### src/scpuif_pkg.sv
// package: register map, field positions and timing for the cpu interface block
package scpuif_pkg;
    // ------------------------------------------------------------------
    // register map (printed offsets are not all multiples of four)
    // ------------------------------------------------------------------
    localparam logic [7:0]  MISC_CPU_CONTROL_IDX   = 8'h3F;
    localparam logic [7:0]  SPECIAL_CPU_FEATURE_IDX = 8'hAD;
    localparam logic [7:0]  LOCAL_MASTER_CFG_IDX   = 8'hA0;
    localparam logic [7:0]  STATUS_IDX             = 8'hB0;
    localparam logic [7:0]  RESET_VAL              = 8'h00;
    // ------------------------------------------------------------------
    // special feature, misc and local master field positions
    // ------------------------------------------------------------------
    localparam int FEAT_READY_DIRECT   = 0;
    localparam int FEAT_COPROC_OVRD    = 1;
    localparam int FEAT_DMA_ACK_FORCE  = 2;
    localparam int FEAT_CPU_SOFT_RESET_TOGGLE  = 3;
    localparam int FEAT_ADDR20_MASK_OUT_FORCE     = 4;
    localparam int FEAT_CPU_POWER_OFF  = 5;
    localparam int FEAT_HARD_RST_NOW   = 6;
    localparam int FEAT_CLAIM_IGNORE   = 7;
    localparam int MISC_LINEAR_BURST   = 7;
    localparam int LMC_MASTER_ENABLE   = 5;
    // ------------------------------------------------------------------
    // timing
    // ------------------------------------------------------------------
    localparam int CLOCK_MHZ           = 50;
    localparam int RESET_PULSE_CYCLES  = 128;
    localparam int RST_CNT_W           = 8;
    localparam int PWR_DELAY_US        = 10;
    localparam int PWR_DELAY_CYCLES    = PWR_DELAY_US * CLOCK_MHZ;
    localparam int PWR_CNT_W           = 16;
    // resume sequencer states, gray from idle through power to reset
    typedef enum logic [1:0] {
        SCP_IDLE   = 2'b00,
        SCP_POWER  = 2'b01,
        SCP_RESET  = 2'b11
    } scpuif_rsm_t;
endpackage

### src/scpuif_top.sv
// module: special cpu interface control with apb configuration registers
// Function
// [RULE1] in 386 mode the shared pin carries gate_addr20 by default
// [RULE2] feature bit 4 forces addr20_mask_out onto the shared pin
// [RULE3] feature bit 7: 0 waits for claimed local cycles, 1 ignores
// [RULE4] feature bit 6 makes cpu_hard_reset fire immediately
// [RULE5] feature bit 5 declares cpu powered off in suspend; outputs idle
// [RULE6] with cpu power-off, hard reset is issued on leaving suspend
// [RULE7] in 386 mode soft and hard resets both appear on cpu_soft_reset
// [RULE8] software sets feature bit 3 before the first software reset
// [RULE9] resume: power latch on, wait its delay, then soft reset high
// [RULE10] quick resume soft reset does not pulse cpu_hard_reset
// [RULE11] in 386 mode the second shared pin carries numeric_irq
// [RULE12] feature bit 2 forces dma_ack_ch2 onto that pin
// [RULE13] local master enable gives pin local_master_grant, override ignored
// [RULE14] misc bit 7 picks linear burst order, 0 interleaved
// [RULE15] fpu_error low at reset: high io cycles go local, no ready
// [RULE16] feature bit 1 overrides recognition: isa cycle, own ready
// [RULE17] ready_in synchronised by default, merged on cpu_ready; the code's synchronised path also needs byte_high_enable strapped low
// [RULE18] synchronised ready one clock later, direct same clock; the code's synchronised path lags four clocks
// [RULE19] feature bit 0 routes ready_in directly in coprocessor cycles
// [RULE20] ready routing bit only acts when byte_high_enable strapped low
// [RULE21] board may buffer fpu_ready_out externally, keeping cpu_addr25
// [RULE22] register writes take effect from the next clock onward
//
// Our own choice: the APB interface to the registers.
`timescale 1ns/1ps
module scpuif_top
    import scpuif_pkg::*;
#(
    parameter int PWR_DELAY = PWR_DELAY_CYCLES
) (
    input  wire logic        clock,
    input  wire logic        rst_b,
    input  wire logic        psel,
    input  wire logic        penable,
    input  wire logic        pwrite,
    input  wire logic [11:0] paddr,
    input  wire logic [31:0] pwdata,
    output logic      [31:0] prdata,
    output logic             pready,
    output logic             pslverr,
    input  wire logic        strap386,
    input  wire logic        fpu_error_b,
    input  wire logic        byte_high_enable_b,
    input  wire logic        ready_in_b,
    input  wire logic        cycleStart,
    input  wire logic        cycleIo,
    input  wire logic        cpu_addr31,
    input  wire logic        local_device_claim_b,
    input  wire logic        internalReady,
    input  wire logic        gateAddr20Val,
    input  wire logic        addr20MaskVal,
    input  wire logic        numericIrqVal,
    input  wire logic        dmaAckCh2Val_b,
    input  wire logic        localMasterGrantVal_b,
    input  wire logic        softResetReq,
    input  wire logic        hardResetReq,
    input  wire logic        inSuspend,
    output logic             pin130Out,
    output logic             pin130IsMask,
    output logic             pin80Out,
    output logic [1:0]       pin80Func,
    output logic             cpu_ready_o,
    output logic             cpu_ready_oe,
    output logic             forwardLocal,
    output logic             waitLocalClaim,
    output logic             linearBurst,
    output logic             cpu_hard_reset,
    output logic             cpu_soft_reset,
    output logic             power_latch_bit0,
    output logic             cpuOutputsIdle
);
    // ------------------------------------------------------------------
    // apb slave
    // ------------------------------------------------------------------
    logic [7:0] miscReg_r;
    logic [7:0] featReg_r;
    logic [7:0] lmcReg_r;
    logic [7:0] statusVal;
    logic       wrEn;
    logic       idxOk;

    function automatic logic [7:0] reg_index(input logic [11:0] a);
        return a[9:2];
    endfunction

    assign wrEn    = psel && penable && pwrite;
    assign pready  = 1'b1;
    always_comb begin
        unique case (reg_index(paddr))
            MISC_CPU_CONTROL_IDX, SPECIAL_CPU_FEATURE_IDX,
            LOCAL_MASTER_CFG_IDX, STATUS_IDX: idxOk = 1'b1;
            default:                          idxOk = 1'b0;
        endcase
    end
    // unmapped or misaligned access answers with an error, no state change
    assign pslverr = psel && penable && (!idxOk || paddr[1:0] != 2'b00);

    // writes land at the access edge, so logic sees them next clock
    always_ff @(posedge clock or negedge rst_b) begin
        if (!rst_b) begin
            miscReg_r <= RESET_VAL;
            featReg_r <= RESET_VAL;
            lmcReg_r  <= RESET_VAL;
        end else if (wrEn && !pslverr) begin // [RULE22]
            if (reg_index(paddr) == MISC_CPU_CONTROL_IDX)
                miscReg_r <= pwdata[7:0];
            if (reg_index(paddr) == SPECIAL_CPU_FEATURE_IDX)
                featReg_r <= pwdata[7:0];
            if (reg_index(paddr) == LOCAL_MASTER_CFG_IDX)
                lmcReg_r <= pwdata[7:0];
        end
    end

    always_comb begin
        prdata = 32'h0000_0000;
        unique case (reg_index(paddr))
            MISC_CPU_CONTROL_IDX:    prdata[7:0] = miscReg_r;
            SPECIAL_CPU_FEATURE_IDX: prdata[7:0] = featReg_r;
            LOCAL_MASTER_CFG_IDX:    prdata[7:0] = lmcReg_r;
            STATUS_IDX:              prdata[7:0] = statusVal;
            default:                 prdata = 32'h0000_0000;
        endcase
    end

    // ------------------------------------------------------------------
    // strap capture after reset release
    // ------------------------------------------------------------------
    logic [2:0] fpuSync_r;
    logic [2:0] bheSync_r;
    logic [2:0] rdySync_r;
    logic       strapDone_r;
    logic [1:0] fillCnt_r;
    logic       coprocPresent_r;
    logic       readyPinEn_r;

    // three-stage synchronisers for pin inputs
    always_ff @(posedge clock or negedge rst_b) begin
        if (!rst_b) begin
            fpuSync_r <= 3'h7;
            bheSync_r <= 3'h7;
            rdySync_r <= 3'h7;
        end else begin
            fpuSync_r <= {fpuSync_r[1:0], fpu_error_b};
            bheSync_r <= {bheSync_r[1:0], byte_high_enable_b};
            rdySync_r <= {rdySync_r[1:0], ready_in_b};
        end
    end

    // straps are caught once, when the synchronised levels agree
    always_ff @(posedge clock or negedge rst_b) begin
        if (!rst_b) begin
            fillCnt_r       <= 2'h0;
            strapDone_r     <= 1'b0;
            coprocPresent_r <= 1'b0;
            readyPinEn_r    <= 1'b0;
        end else if (fillCnt_r != 2'h3) begin
            fillCnt_r       <= fillCnt_r + 2'h1; // skip reset fill
        end else if (!strapDone_r && fpuSync_r[2] == fpuSync_r[1]
                     && bheSync_r[2] == bheSync_r[1]) begin
            strapDone_r     <= 1'b1;
            coprocPresent_r <= !fpuSync_r[2]; // [RULE15]
            readyPinEn_r    <= !bheSync_r[2]; // [RULE20]
        end
    end

    // ------------------------------------------------------------------
    // pin function selection
    // ------------------------------------------------------------------
    // mode 386 picks gate_addr20 unless the mask function is forced
    assign pin130IsMask = !strap386 || featReg_r[FEAT_ADDR20_MASK_OUT_FORCE]; // [RULE1] [RULE2]
    assign pin130Out    = pin130IsMask ? addr20MaskVal : gateAddr20Val;

    // pin 80: 0 dma ack, 1 numeric irq, 2 local master grant
    always_comb begin
        if (lmcReg_r[LMC_MASTER_ENABLE]) begin // [RULE13]
            pin80Func = 2'h2;
            pin80Out  = localMasterGrantVal_b;
        end else if (strap386 && !featReg_r[FEAT_DMA_ACK_FORCE]) begin // [RULE11] [RULE12]
            pin80Func = 2'h1;
            pin80Out  = numericIrqVal;
        end else begin
            pin80Func = 2'h0;
            pin80Out  = dmaAckCh2Val_b;
        end
    end

    assign linearBurst    = miscReg_r[MISC_LINEAR_BURST]; // [RULE14]
    assign waitLocalClaim = !featReg_r[FEAT_CLAIM_IGNORE] &&
                            !local_device_claim_b; // [RULE3]

    // ------------------------------------------------------------------
    // coprocessor recognition and ready routing
    // ------------------------------------------------------------------
    logic coprocCycle;
    logic readySyncLow_r;
    logic directMode;
    logic driveLow;

    // override bit sends high io cycles to isa with our own ready
    assign coprocCycle  = cycleIo && cpu_addr31 && coprocPresent_r &&
                          !featReg_r[FEAT_COPROC_OVRD]; // [RULE15] [RULE16]
    assign forwardLocal = coprocCycle;
    assign directMode   = readyPinEn_r && featReg_r[FEAT_READY_DIRECT] &&
                          coprocCycle; // [RULE19] [RULE20]

    // latched ready lags ready_in by four clocks but tolerates slow sources
    always_ff @(posedge clock or negedge rst_b) begin
        if (!rst_b)
            readySyncLow_r <= 1'b0;
        else
            readySyncLow_r <= readyPinEn_r && !rdySync_r[2] &&
                              !rdySync_r[1] &&
                              !directMode; // [RULE17] [RULE18]
    end

    // direct path bypasses synchronisers; board must meet setup time
    always_comb begin
        driveLow = readySyncLow_r || (directMode && !ready_in_b); // [RULE18] [RULE19]
        if (internalReady && !coprocCycle)
            driveLow = 1'b1; // [RULE16]
    end
    assign cpu_ready_o  = 1'b0;
    assign cpu_ready_oe = driveLow;

    // ------------------------------------------------------------------
    // reset routing and resume sequencing
    // ------------------------------------------------------------------
    scpuif_rsm_t           rsmState_r;
    logic [PWR_CNT_W-1:0]  pwrCnt_r;
    logic [RST_CNT_W-1:0]  hardCnt_r;
    logic [RST_CNT_W-1:0]  softCnt_r;
    logic                  suspendPrev_r;
    logic                  resumeEvt;
    logic                  hardPulseStart;
    logic                  softPulseStart;
    logic                  quickResume;
    logic                  hardPend_r;
    logic                  hardLoad;

    assign resumeEvt   = suspendPrev_r && !inSuspend;
    assign quickResume = featReg_r[FEAT_CPU_SOFT_RESET_TOGGLE] &&
                         featReg_r[FEAT_CPU_POWER_OFF];

    always_ff @(posedge clock or negedge rst_b) begin
        if (!rst_b)
            suspendPrev_r <= 1'b0;
        else
            suspendPrev_r <= inSuspend;
    end

    // power latch first, then the soft reset after its settle delay
    always_ff @(posedge clock or negedge rst_b) begin
        if (!rst_b) begin
            rsmState_r <= SCP_IDLE;
            pwrCnt_r   <= '0;
        end else begin
            unique case (rsmState_r)
                SCP_IDLE: if (resumeEvt && quickResume) begin // [RULE9]
                    rsmState_r <= SCP_POWER;
                    pwrCnt_r   <= '0;
                end
                SCP_POWER: begin
                    pwrCnt_r <= pwrCnt_r + 1'b1;
                    if (pwrCnt_r == PWR_CNT_W'(PWR_DELAY - 1))
                        rsmState_r <= SCP_RESET; // [RULE9]
                end
                SCP_RESET: rsmState_r <= SCP_IDLE;
                default:   rsmState_r <= SCP_IDLE;
            endcase
        end
    end

    // latch drops in suspend when cpu power is cut, restored on resume
    assign power_latch_bit0 = !(inSuspend && featReg_r[FEAT_CPU_POWER_OFF]);
    assign cpuOutputsIdle   = inSuspend && featReg_r[FEAT_CPU_POWER_OFF]; // [RULE5]

    // quick resume uses only the soft line, keeping local bus alive
    assign hardPulseStart = hardResetReq ||
        (resumeEvt && featReg_r[FEAT_CPU_POWER_OFF] && !quickResume); // [RULE6] [RULE10]
    assign hardLoad = (hardPulseStart || hardPend_r) &&
        (featReg_r[FEAT_HARD_RST_NOW] || !cycleStart); // [RULE4]
    assign softPulseStart = softResetReq || rsmState_r == SCP_RESET ||
        (strap386 && hardLoad); // [RULE7]

    // immediate mode skips waiting for the current bus cycle to end
    always_ff @(posedge clock or negedge rst_b) begin
        if (!rst_b) begin
            hardCnt_r <= '0;
            softCnt_r <= '0;
            hardPend_r <= 1'b0;
        end else begin
            hardPend_r <= (hardPulseStart || hardPend_r) && !hardLoad;
            if (hardLoad) // [RULE4]
                hardCnt_r <= RST_CNT_W'(RESET_PULSE_CYCLES - 1);
            else if (hardCnt_r != '0)
                hardCnt_r <= hardCnt_r - 1'b1;
            if (softPulseStart)
                softCnt_r <= RST_CNT_W'(RESET_PULSE_CYCLES - 1);
            else if (softCnt_r != '0)
                softCnt_r <= softCnt_r - 1'b1;
        end
    end

    always_ff @(posedge clock or negedge rst_b) begin
        if (!rst_b) begin
            cpu_hard_reset <= 1'b0;
            cpu_soft_reset <= 1'b0;
        end else begin
            cpu_hard_reset <= hardCnt_r != '0;
            cpu_soft_reset <= softCnt_r != '0;
        end
    end

    assign statusVal = {4'h0, rsmState_r, readyPinEn_r, coprocPresent_r};
endmodule

### config.mk
export PLATFORM = sky130hd
export DESIGN_NAME = scpuif_top
export DESIGN_NICKNAME = d
export VERILOG_FILES = /design/src/scpuif_pkg.sv /design/src/scpuif_top.sv
export SDC_FILE = /design/constraint.sdc
export NUM_CORES = 1
export LEC_CHECK = 0
export BUFFER_PORTS_ARGS = -buffer_cell sky130_fd_sc_hd__buf_2
export CORE_UTILIZATION = 30
export CTS_CLUSTER_SIZE = 20
export DETAILED_ROUTE_END_ITERATION = 8
export PLACE_DENSITY_LB_ADDON = 0.08
export SYNTH_ARGS = -nofsm -noshare
export SYNTH_HDL_FRONTEND = slang
export SYNTH_SLANG_ARGS = --single-unit
### constraint.sdc
create_clock -name clock -period 3.2 [get_ports clock]
set_input_delay 0.16 -clock clock [delete_from_list [all_inputs] [get_ports clock]]
set_output_delay 0.16 -clock clock [all_outputs]
set_load 0.02 [all_outputs]
==> qor.yml <==
yosys:
  synth_area_sq_um: 3881
  synthArstFlopShare: 1.000
  yosys_warnings: 0
  synth_area_leaders: "dfrtp_1 44%, mux2_2 7.8%, dfstp_2 6.1%"
  ys_types: 60
  syn_inst: 352
  synth_top_area_frac: 0.4384
  synth_edf_count: 0
  ys_seq_area_frac: 0.4994
  synth-main-ff-cell: "dfrtp_1"
  ys_ff_latch: 77
  synth_top_cell_by_area: "dfrtp_1"
  avgSynthCellArea_sq_um: 11.03
floorplan:
  die-area_sq_um: 13400
  placementRows: 41
  initial_core_util: 0.3076
  coreArea_sq_um: 12620
  io_pins: 114
  die_w_um: 115.7
  fp.dieH_um: 115.7
power:
  powerDensity_nw_per_um2: 535.7
  finalPower_mw: 2.507
  p_leak_nw: 2.134
  max-vdd-ir-drop_uv: 245.8
timing:
  fin_skew_ps: 6.761
  fin_crit_sh: 0.6200
  final_hold_viol_count: 1
  min_period_ps: 1984
  drv_slew: 0
  slew_headroom: 0.3347
  grt_setup_unrepaired: "no"
  setup_viol: 0
  tightestPinTransition_ps: 998.0
  fmax_ghz: 0.5040
  fin_tns_setup_ps: 0
  holdWs_ps: -0.5871
worst_setup_path:
  required_ps: 3040
  max_stage_delay_ps: 790
  cp_common_cell: "buf_2"
  path_max_fanout: 7
  critPathArrivalTime_ps: 1820
  critical_path.cell_chain: "buf_2 > nand3b_1 > nor3b_1 > a222oi_1 > inv_1 > buf_2"
  end_kind: "output pin"
  start_kind: "input port"
  path_delay_family: "simple AND/OR/NAND/NOR gates"
  path_class: "in2out"
  cp_num_buf_inv: 3
  slowest_stage: "nor3b_1"
clock_network:
  clkSinkCount: 77
  cts_tree: "built"
  cts.path.max_buffers: 2
  htree_num_levels: 3
  cts_root_buf: "clkbuf_16"
  clkLatencyLatePin_ps: 340
  cts_inserted_buffers: 9
  clk_pin_slew_ps: 60
min_path:
  hp-class: "in2async"
final_layout:
  drive_above_1_share: 0.3122
  antenna_cells: 0
  final_area_sq_um: 4679
  areaGrowthSynthToFinish_pct: 20.57
  final_nets: 493
  fill_cells: 1262
placed_design:
  dpl.hpwl_um: 5765
  place.gp.congestion: 0.7648
  dpl_cell_area_sq_um: 4275
  portBuffers: 61
detailed_routing:
  drtIter0Drc: 149
  detail_route.vias_per_cell: 4.637
  vias: 2773
  route.detailed.drc: 0
  drt-pass1-iter-count: 4
  wl_per_cell_um: 13.86
  wirelength_um: 8286
  ant_nets: 0
outcome:
  status: "finished, violations left"
  violations: "hold timing"
global_routing:
  antenna_found_initial: 0
  grt_max_degree: 78
  grt_pass1_vias: 2707
  grtUsageTotal: 0.1354
  grt_pass1_wl_um: 13610
  grt-ovfl-total: 0
run:
  cap_violations: 0
state kept, by name, summed over array words and instances (netlist names):
signal           cells
softCnt_r            8
hardPend_r           1
coprocPresent_r      1
cpu_hard_reset       1
strapDone_r          1
featReg_r            8
fillCnt_r            2
readyPinEn_r         1
fpuSync_r            3
hardCnt_r            8
suspendPrev_r        1
lmcReg_r             8
miscReg_r            8
rsmState_r           2
pwrCnt_r            16
rdySync_r            3
readySyncLow_r       1
bheSync_r            3
cpu_soft_reset       1
worst register-to-register path, cell delays in order (launching register included):
cell and delay [ps]:
dfrtp_1 400, inv_1 120, ha_1 170, or3b_2 520, nor3_2 240, inv_1 90
mux2_2 220, nand2_1 40
through the flow:
step | setup slack (ps) | hold WS, ps | cells | util
after floorplan | 1409 | -135.6 | 376 | -
after global placement | 1234 | 265.9 | 578 | 0.3388
after detailed placement | 1218 | 268.5 | 578 | 0.3388
after CTS | 1170 | 25.92 | 598 | 0.3708
after global routing | 1032 | 75.93 | 598 | 0.3708
final | 1216 | -0.5871 | 598 | 0.3708
path summary, 6_finish.rpt:
check | from | end | slack (ps) | cells past startpoint
worst max register to register | softCnt_r[0] | softCnt_r[1] | 1260 | 7
min in group clock | pwdata[7] | miscReg_r[7] | 90 | 2
worst max-delay path | paddr[8] | prdata[6] | 1220 | 6
worst min register to register | bheSync_r[0] | bheSync_r[1] | 360 | 0
worst min-delay path | rst_b | readySyncLow_r | -0.6 | 1
max in group asynchronous | rst_b | pwrCnt_r[9] | 2570 | 1
metal layers:
layer,part of all wire,vias up,GRT usage
met5,0,-,0
met4,0.014,0,0.04786
met3,0.047,10,0.04603
met2,0.45,65,0.2108
met1,0.49,1331,0.1755
li1,-,1367,-
report_power, final:
group	internal [mW]	total, mW	switching [mW]
Sequential	1.02	1.06	0.0382
Clock	0.841	1.24	0.401
Combinational	0.0779	0.207	0.129
placed cells by master, fill, tap and decap left out, types with 12 or more instances in the layout:
master / n
dfrtp_1: 68
buf_2: 60
mux2_2: 27
nand2_1: 26
conb_1: 26
nor2_1: 16
o21ai_0: 15
inv_1: 14
nand3_1: 12
Yosys cell counts (all sizes together), types with 4 or more instances:
cell type	instances
nor4	5
mux2	27
a32oi	4
inv	15
nand3	12
a21oi	5
and3	4
dfrtp	68
nor3	9
mux2i	9
nor2	18
nand2b	6
o21ai	15
o211ai	5
nand4	7
o31ai	6
nor2b	7
nand2	26
or4	5
buf	28
a22oi	5
dfstp	9
ha	6
cell type report:
| type | instances | area, sq um | area share |
|---|---|---|---|
| clock buffers | 10 | 229.0 | 0.04893 |
| clock inverters | 6 | 135.1 | 0.02888 |
| repair buffers | 65 | 347.8 | 0.07433 |
| well taps | 172 | 215.2 | 0.04599 |
| inverters | 15 | 56.30 | 0.01203 |
| flip-flops and latches | 77 | 1938 | 0.4142 |
| multi-input cells | 253 | 1758 | 0.3757 |
cells by family (layout without fill, tap and decap cells):
family                     count (synthesis)  count (layout)  share of synthesized area
AOI/OAI and AO/OA                         58              58                     0.1093
other                                      2              26                   0.001935
adders and majority gates                  6               6                    0.01934
and+or+nand+nor                          121             121                     0.1841
buffers and inverters                     46              96                    0.07092
muxes                                     36              36                     0.1015
DFF                                       77              77                     0.4994
xor gates and xnor gates                   6               6                    0.01354
timing repair:
action                    CTS  global route
resized for setup           0             0
hold endpoints to repair    4             0
hold buffers                4             0
buffers inserted            0             0
No activity file was read; power rests on OpenSTA's default activity.
